==> src/verilog/psb_regs.vh <==
`ifndef PSB_REGS_VH
`define PSB_REGS_VH
`define PSB_MODE_ON 3'h1
`define PSB_MODE_BLOCKED 3'h2
`define PSB_MODE_TEST 3'h3
`define PSB_MODE_TEST_BLOCKED 3'h4
`define PSB_MODE_OFF 3'h5
`define PSB_COND_NORMAL 2'h0
`define PSB_COND_START 2'h1
`define PSB_COND_TRIP 2'h2
`define PSB_COND_BLOCKED 2'h3
`define PSB_CFG_OK 2'h0
`define PSB_CFG_BAD_VT 2'h1
`define PSB_CFG_BAD_CHAR 2'h2
`define PSB_EV_START_ON 3'h0
`define PSB_EV_START_OFF 3'h1
`define PSB_EV_TRIP_ON 3'h2
`define PSB_EV_TRIP_OFF 3'h3
`define PSB_EV_BLOCKED_ON 3'h4
`define PSB_EV_BLOCKED_OFF 3'h5
`define PSB_SEL_ON 2'h0
`define PSB_SEL_OFF 2'h1
`define PSB_SEL_BOTH 2'h2
`define PSB_HIST_DEPTH 12
`define PSB_TS_RES_NS 1000000
`define PSB_CLK_NS 10
`define PSB_TICK_CYC (`PSB_TS_RES_NS / `PSB_CLK_NS)
`define PSB_BLOCK_LEAD_MS 5
`endif

==> src/verilog/psb_history.v <==
`timescale 1ns/1ps
`include "psb_regs.vh"
// Ring of the most recent operation records; index 0 on readout is oldest.
module psb_history #(
  parameter DEPTH = `PSB_HIST_DEPTH,
  parameter RW = 64,
  parameter AW = 4
) (
  input wire clk_i,
  input wire sys_rst_i,
  input wire wr_i,
  input wire [RW-1:0] rec_i,
  input wire [AW-1:0] rd_idx_i,
  output reg [RW-1:0] rd_rec_o,
  output reg [AW-1:0] count_o
);
  reg [RW-1:0] mem [0:DEPTH-1];
  reg [AW-1:0] wp_r;
  reg [AW-1:0] oldest;
  reg [AW:0] sum;
  localparam [AW:0] DEPTH_W = DEPTH;

  function [AW-1:0] wrap_inc;
    input [AW-1:0] v;
    begin
      wrap_inc = (v == DEPTH - 1) ? {AW{1'b0}} : v + 1'b1;
    end
  endfunction

  always @* begin
    oldest = (count_o == DEPTH) ? wp_r : {AW{1'b0}};
    sum = {1'b0, oldest} + {1'b0, rd_idx_i};
    if (sum >= DEPTH)
      sum = sum - DEPTH_W;
  end

  always @(posedge clk_i) begin
    if (sys_rst_i) begin
      wp_r <= {AW{1'b0}};
      count_o <= {AW{1'b0}};
      rd_rec_o <= {RW{1'b0}};
    end else begin
      if (wr_i) begin
        mem[wp_r] <= rec_i;
        wp_r <= wrap_inc(wp_r);
        if (count_o != DEPTH)
          count_o <= count_o + 1'b1;
      end
      rd_rec_o <= (rd_idx_i < count_o) ? mem[sum[AW-1:0]] : {RW{1'b0}};
    end
  end
endmodule

==> src/verilog/psb_logger.v <==
`timescale 1ns/1ps
`include "psb_regs.vh"
module psb_logger #(
  parameter TICK_CYC = `PSB_TICK_CYC,
  parameter TW = 32,
  parameter ZW = 16,
  parameter BTW = 16
) (
  input wire clk_i,
  input wire sys_rst_i,
  input wire cycle_start_i,
  input wire pickup_i,
  input wire trip_req_i,
  input wire release_done_i,
  input wire block_in_i,
  input wire force_enable_i,
  input wire force_block_sw_i,
  input wire logical_node_mode_allowed_i,
  input wire [2:0] logical_node_mode_i,
  input wire vt_setup_bad_i,
  input wire char_setup_bad_i,
  input wire [1:0] event_sel_i,
  input wire [ZW-1:0] imp_r_i,
  input wire [ZW-1:0] imp_x_i,
  input wire [BTW-1:0] blinder_time_i,
  input wire [2:0] setting_group_used_i,
  input wire [3:0] hist_idx_i,
  output reg start_o,
  output reg trip_o,
  output reg blocked_o,
  output reg [2:0] behaviour_o,
  output reg [1:0] condition_o,
  output reg [1:0] config_status_o,
  output reg display_event_o,
  output reg ev_valid_o,
  output reg [2:0] ev_code_o,
  output reg [TW-1:0] ev_time_o,
  output reg [ZW-1:0] ev_imp_r_o,
  output reg [ZW-1:0] ev_imp_x_o,
  output reg [BTW-1:0] ev_blinder_time_o,
  output wire [TW+BTW+6-1:0] hist_rec_o,
  output wire [3:0] hist_count_o
);
  localparam RW = TW + BTW + 6;
  localparam [31:0] TICK_LAST = TICK_CYC - 1;
  localparam SW = TW + 2 * ZW + BTW + 3;
  localparam BT_LSB = 3;
  localparam ZX_LSB = BTW + 3;
  localparam ZR_LSB = ZW + BTW + 3;
  localparam TS_LSB = 2 * ZW + BTW + 3;

  reg [31:0] tick_r;
  reg [TW-1:0] ms_r;
  reg [2:0] evq_on_r;
  reg [2:0] evq_off_r;
  reg hist_wr_r;
  reg [RW-1:0] hist_data_r;
  reg blk_now;
  reg start_nxt;
  reg trip_nxt;
  reg blocked_nxt;
  reg [2:0] on_ev;
  reg [2:0] off_ev;
  reg [2:0] sel;
  reg sel_on;
  reg [2:0] code;
  integer i;
  integer j;
  // One snapshot slot per event code, frozen at the edge that raises it.
  reg [SW-1:0] snap_r [0:5];
  wire [SW-1:0] snap_now = {ms_r, imp_r_i, imp_x_i, blinder_time_i,
                            setting_group_used_i};
  wire [SW-1:0] snap_out = snap_r[code];

  function [2:0] ev_code;
    input [1:0] idx;
    input is_off;
    begin
      ev_code = {idx[1:0], 1'b0} + {2'b00, is_off};
    end
  endfunction

  function sel_pass;
    input [1:0] mode;
    input is_off;
    begin
      sel_pass = (mode == `PSB_SEL_BOTH) ||
                 (mode == `PSB_SEL_ON && !is_off) ||
                 (mode == `PSB_SEL_OFF && is_off);
    end
  endfunction

  // Blocking source; in forcing mode the software switch replaces the pin.
  always @* begin
    blk_now = force_enable_i ? force_block_sw_i : block_in_i;
    start_nxt = start_o;
    trip_nxt = trip_o;
    blocked_nxt = blocked_o;
    if (cycle_start_i) begin
      // Blocking used this cycle is the freshly sampled value.
      if (pickup_i && !blk_now) begin
        start_nxt = 1'b1;
        blocked_nxt = 1'b0;
      end else if (pickup_i && blk_now) begin
        blocked_nxt = 1'b1;
        start_nxt = 1'b0;
      end else if (release_done_i) begin
        start_nxt = 1'b0;
        blocked_nxt = blk_now & blocked_o;
      end
      if (!pickup_i && !blk_now)
        blocked_nxt = 1'b0;
      trip_nxt = start_nxt & trip_req_i;
    end
    on_ev = {blocked_nxt & ~blocked_o, trip_nxt & ~trip_o,
             start_nxt & ~start_o};
    off_ev = {~blocked_nxt & blocked_o, ~trip_nxt & trip_o,
              ~start_nxt & start_o};
    // One event leaves per clock; ON before OFF, lowest signal first.
    sel = 3'h0;
    sel_on = 1'b0;
    code = 3'h0;
    for (i = 2; i >= 0; i = i - 1) begin
      if (evq_off_r[i]) begin
        sel = 3'h1 << i;
        sel_on = 1'b0;
        code = ev_code(i[1:0], 1'b1);
      end
    end
    for (i = 2; i >= 0; i = i - 1) begin
      if (evq_on_r[i]) begin
        sel = 3'h1 << i;
        sel_on = 1'b1;
        code = ev_code(i[1:0], 1'b0);
      end
    end
  end

  always @(posedge clk_i) begin
    if (sys_rst_i) begin
      tick_r <= 32'h0;
      ms_r <= {TW{1'b0}};
      start_o <= 1'b0;
      trip_o <= 1'b0;
      blocked_o <= 1'b0;
      behaviour_o <= 3'h0;
      condition_o <= `PSB_COND_NORMAL;
      config_status_o <= `PSB_CFG_OK;
      display_event_o <= 1'b0;
      ev_valid_o <= 1'b0;
      ev_code_o <= 3'h0;
      ev_time_o <= {TW{1'b0}};
      ev_imp_r_o <= {ZW{1'b0}};
      ev_imp_x_o <= {ZW{1'b0}};
      ev_blinder_time_o <= {BTW{1'b0}};
      evq_on_r <= 3'h0;
      evq_off_r <= 3'h0;
      hist_wr_r <= 1'b0;
      hist_data_r <= {RW{1'b0}};
    end else begin
      if (tick_r == TICK_LAST) begin
        tick_r <= 32'h0;
        ms_r <= ms_r + 1'b1;
      end else begin
        tick_r <= tick_r + 32'h1;
      end
      // Events born on one edge share one stamp even if they leave later.
      for (j = 0; j < 3; j = j + 1) begin
        if (on_ev[j])
          snap_r[2 * j] <= snap_now;
        if (off_ev[j])
          snap_r[2 * j + 1] <= snap_now;
      end
      start_o <= start_nxt;
      trip_o <= trip_nxt;
      blocked_o <= blocked_nxt;
      display_event_o <= blocked_nxt & ~blocked_o;
      // Pending events queue up; a fresh edge wins over the dequeue.
      evq_on_r <= (evq_on_r & ~(sel_on ? sel : 3'h0)) | on_ev;
      evq_off_r <= (evq_off_r & ~(sel_on ? 3'h0 : sel)) | off_ev;
      ev_valid_o <= 1'b0;
      if (sel != 3'h0 && sel_pass(event_sel_i, ~sel_on)) begin
        ev_valid_o <= 1'b1;
        ev_code_o <= code;
        ev_time_o <= snap_out[TS_LSB +: TW];
        ev_imp_r_o <= snap_out[ZR_LSB +: ZW];
        ev_imp_x_o <= snap_out[ZX_LSB +: ZW];
        ev_blinder_time_o <= snap_out[BT_LSB +: BTW];
      end
      hist_wr_r <= 1'b0;
      if (sel != 3'h0 && sel_on) begin
        hist_wr_r <= 1'b1;
        hist_data_r <= {snap_out[TS_LSB +: TW], code, snap_out[2:0],
                        snap_out[BT_LSB +: BTW]};
      end
      behaviour_o <= logical_node_mode_allowed_i ?
                     logical_node_mode_i : 3'h0;
      if (blocked_nxt)
        condition_o <= `PSB_COND_BLOCKED;
      else if (trip_nxt)
        condition_o <= `PSB_COND_TRIP;
      else if (start_nxt)
        condition_o <= `PSB_COND_START;
      else
        condition_o <= `PSB_COND_NORMAL;
      if (vt_setup_bad_i)
        config_status_o <= `PSB_CFG_BAD_VT;
      else if (char_setup_bad_i)
        config_status_o <= `PSB_CFG_BAD_CHAR;
      else
        config_status_o <= `PSB_CFG_OK;
    end
  end

  psb_history #(
    .DEPTH(`PSB_HIST_DEPTH),
    .RW(RW),
    .AW(4)
  ) u_hist (
    .clk_i(clk_i),
    .sys_rst_i(sys_rst_i),
    .wr_i(hist_wr_r),
    .rec_i(hist_data_r),
    .rd_idx_i(hist_idx_i),
    .rd_rec_o(hist_rec_o),
    .count_o(hist_count_o)
  );
endmodule

==> config.mk <==
export PLATFORM = sky130hd
export DESIGN_NAME = psb_logger
export DESIGN_NICKNAME = d
export VERILOG_FILES = /design/src/verilog/psb_history.v /design/src/verilog/psb_logger.v
export VERILOG_INCLUDE_DIRS = /design/src /design/src/verilog
export SDC_FILE = /design/constraint.sdc
export NUM_CORES = 1
export LEC_CHECK = 0
export ABC_AREA = 1
export BUFFER_PORTS_ARGS = -buffer_cell sky130_fd_sc_hd__buf_2
export CORE_AREA = 3 3 302 304
export CTS_BUF_LIST = sky130_fd_sc_hd__clkbuf_2 sky130_fd_sc_hd__clkbuf_4 sky130_fd_sc_hd__clkbuf_8
export DETAILED_ROUTE_END_ITERATION = 6
export DIE_AREA = 0 0 305 307
export MAX_ROUTING_LAYER = met4
export PLACE_DENSITY_LB_ADDON = 0.05
export SYNTH_ARGS = -nofsm -noshare
export SYNTH_HDL_FRONTEND = slang
export SYNTH_SLANG_ARGS = --single-unit
==> constraint.sdc <==
create_clock -name clk_i -period 6.3 [get_ports clk_i]
set_clock_uncertainty 0.15 [all_clocks]
set_input_delay 0.63 -clock clk_i [delete_from_list [all_inputs] [get_ports clk_i]]
set_output_delay 0.63 -clock clk_i [all_outputs]
set_load 0.03 [all_outputs]
==> impl_metrics.env <==
export IMPL_cp_max_fo=87
export IMPL_die_area_um2=93600
export IMPL_setup_violations=0
export IMPL_synth_cell_types=47
export IMPL_busiest_layer="met2"
export IMPL_tightestPinTransition_ps=1260
export IMPL_synth_simple_gate_area_frac=0.137
export IMPL_gr_usage_met3=0.0532
export IMPL_vias_per_cell=5.72
export IMPL_drtIter0Drc=3741
export IMPL_clkSlewWorstSetupHoldPaths_ps=70
export IMPL_max_freq_mhz=214
export IMPL_fin_crit_sh=0.743
export IMPL_cts_tree="built"
export IMPL_antenna_found_initial=10
export IMPL_rsz0062_at_grt="no"
export IMPL_start_util=0.640
export IMPL_grt_util_met2=0.480
export IMPL_worstPathCellList="inv_1 -> ha_1 -> nand3_1 -> nor2_1 -> ha_4 -> inv_1 -> fa_4 -> buf_4 -> buf_4 -> o21ai_0 -> o22ai_1 -> inv_1 -> nand3_1 -> nand3_1 -> a21oi_1"
export IMPL_root_buffer="clkbuf_8"
export IMPL_use_met1=0.399
export IMPL_finalHoldViolCount=0
export IMPL_grt_use_total=0.304
export IMPL_cts_num_sinks=1428
export IMPL_die_h_um=307
export IMPL_start_kind="flip-flop"
export IMPL_crit_path_end_kind="flip-flop"
export IMPL_status="finished clean"
export IMPL_required_ps=6910
export IMPL_slew_viol_final=0
export IMPL_crit_path_top_delay_cell="buf_4"
export IMPL_syn_inst=5040
export IMPL_wl_mm=139
export IMPL_core_area_um2=88500
export IMPL_drtPass1Iterations=6
export IMPL_yosys_register_bits=1428
export IMPL_fin_crit_ps=4680
export IMPL_power_density_nw_per_um2=314
export IMPL_grt_first_pass_wirelength_mm=211
export IMPL_yosysSeqAreaShare=0.708
export IMPL_ctsResizeCount=0
export IMPL_layout_nets=5401
export IMPL_path_delay_family="buffers and inverters"
export IMPL_layout_common_cells="edfxtp_1 (1146), nand2_1 (869), nor2_1 (580)"
export IMPL_drive_gt1_frac=0.127
export IMPL_grt_pass1_vias=36500
export IMPL_synthAdderAreaFrac=0.00389
export IMPL_leakagePower_nw=23.9
export IMPL_synth_area_um2=56600
export IMPL_critPathKind="flip-flop to flip-flop"
export IMPL_synth_xor_area_frac=0.00385
export IMPL_area_growth_pct=12.0
export IMPL_cp_arrival_ps=5290
export IMPL_synthMuxAreaShare=0
export IMPL_dieWidth_um=305
export IMPL_overflow=0
export IMPL_grt_max_degree=153
export IMPL_finish_utilization=0.716
export IMPL_timing_hold_worst_class="primary input to flip-flop"
export IMPL_drc=0
export IMPL_peakVddDrop_mv=0.290
export IMPL_gp_congestion=0.889
export IMPL_cts_buffers=214
export IMPL_place_hpwl_mm=75.6
export IMPL_cpPeakStageDelay_ps=880
export IMPL_io_buffers=224
export IMPL_tns_ps=0
export IMPL_cts_max_level=4
export IMPL_clock_path_buffers=3
export IMPL_yosys_warnings=0
export IMPL_worst_path_buf_inv=5
export IMPL_maxCapViolations=0
export IMPL_ios=225
export IMPL_final_antenna_net_count=0
export IMPL_final_common_cell="edfxtp_1"
export IMPL_synth_compound_area_frac=0.0959
export IMPL_relSlewSlack=0.161
export IMPL_vias=38200
export IMPL_wl_per_cell_um=20.8
export IMPL_synth_top_family_by_area="simple AND/OR/NAND/NOR gates"
export IMPL_syn_area_per_cell_um2=11.2
export IMPL_rows=109
export IMPL_synth_nets=5129
export IMPL_clock_latency_ps=880
kinds of logic (layout without fill, tap and decap cells):
family,after synthesis,in the layout
AND/OR/NAND/NOR,1883,1883
XOR/XNOR,24,24
buffers and inverters,688,1151
adder cells (fa/ha/maj),17,17
AO/OA/AOI/OAI,1000,1000
flip-flops,1428,1428
other,0,7
layer usage:
layer / up-vias / part of all wire
met5: - / 0
met4: 0 / 0.036
met3: 308 / 0.087
met2: 1662 / 0.47
met1: 18200 / 0.40
li1: 18000 / -
worst min-delay path: cells and delay by family:
family | cells | cell delay (ps)
and+or+nand+nor | 1 | 90
AOI/OAI and AO/OA | 1 | 60
xor gates and xnor gates | 1 | 170
buffers and inverters | 1 | 130
state kept, by name, indices dropped and copies added, names as in the netlist, 2 cells and up:
name and count:
condition_o 2, config_status_o 2, evq_on_r 3, u_hist.mem 648, ev_code_o 3, ev_imp_r_o 16
tick_r 32, ms_r 32, behaviour_o 3, evq_off_r 3, snap_r 498, ev_imp_x_o 16
hist_data_r 54, u_hist.wp_r 4, ev_time_o 32, u_hist.rd_rec_o 54, ev_blinder_time_o 16, u_hist.count_o 4
synthesized netlist by cell type (all sizes together):
cell | count | area share
o211ai | 7 | 0.00093
dfxtp | 282 | 0.10
a21oi | 241 | 0.021
clkinv | 1 | 0.000066
and3 | 1 | 0.00011
o21ai | 543 | 0.048
xor2 | 17 | 0.0026
fa | 1 | 0.00035
a32o | 18 | 0.0032
a21o | 1 | 0.00013
nand3b | 14 | 0.0019
nor3 | 30 | 0.0029
ha | 16 | 0.0035
or2 | 18 | 0.0020
edfxtp | 1146 | 0.61
nor2 | 604 | 0.041
o21a | 1 | 0.00013
o22ai | 144 | 0.016
nand2 | 875 | 0.059
nand4 | 21 | 0.0023
inv | 403 | 0.027
nor4 | 3 | 0.00033
xnor2 | 7 | 0.0012
clkbuf | 143 | 0.0095
a211oi | 1 | 0.00013
nand3 | 315 | 0.028
nor3b | 2 | 0.00027
buf | 141 | 0.016
a31o | 1 | 0.00015
o32ai | 1 | 0.00015
o21bai | 42 | 0.0056
layout make-up:
type / instances / area (µm²)
Clock inverter: 100 / 622
Clock buffer: 307 / 3690
Multi-Input combinational cell: 2924 / 13800
Fill cell: 6326 / 25100
Antenna cell: 7 / 17.5
Tap cell: 1165 / 1460
Sequential cell: 1428 / 40100
Timing Repair Buffer: 340 / 2210
Inverter: 404 / 1540
per-stage QoR:
| step | instances | total power [mW] | area, µm² | hold WS [ps] | setup WS, ps |
|---|---|---|---|---|---|
| after floorplan | 5040 | 12.0 | 56600 | 302 | 805 |
| after global placement | 6198 | 12.5 | 58400 | 308 | 1860 |
| after detailed placement | 6198 | 12.6 | 58400 | 314 | 1720 |
| after CTS | 6668 | 20.0 | 63400 | 13.6 | 1640 |
| after global routing | 6673 | 20.6 | 63400 | 99.9 | 1350 |
| final | 6675 | 19.9 | 63400 | 93.7 | 1620 |
repair_timing:
item	4_1_cts	5_1_grt
setup buffers	0	0
hold buffers	63	0
endpoints found under the hold margin	317	0
worst paths after layout:
kind / startpoint / to / slack, ps / depth (start not counted)
worst max-delay path: u_hist.count_o[1] / u_hist.rd_rec_o[15] / 1620 / 15
worst min-delay path: event_sel_i[0] / ev_code_o[2] / 90 / 4
worst max register to register: u_hist.count_o[1] / u_hist.rd_rec_o[15] / 1620 / 15
worst min register to register: ev_code_o[1] / ev_code_o[1] / 320 / 2
report_power, final:
group	switching [mW]	internal [mW]
clock	3.48	4.00
combinational	1.20	0.467
sequential	0.264	10.5
total	4.95	14.9
Power figures use the tool's default switching activity.
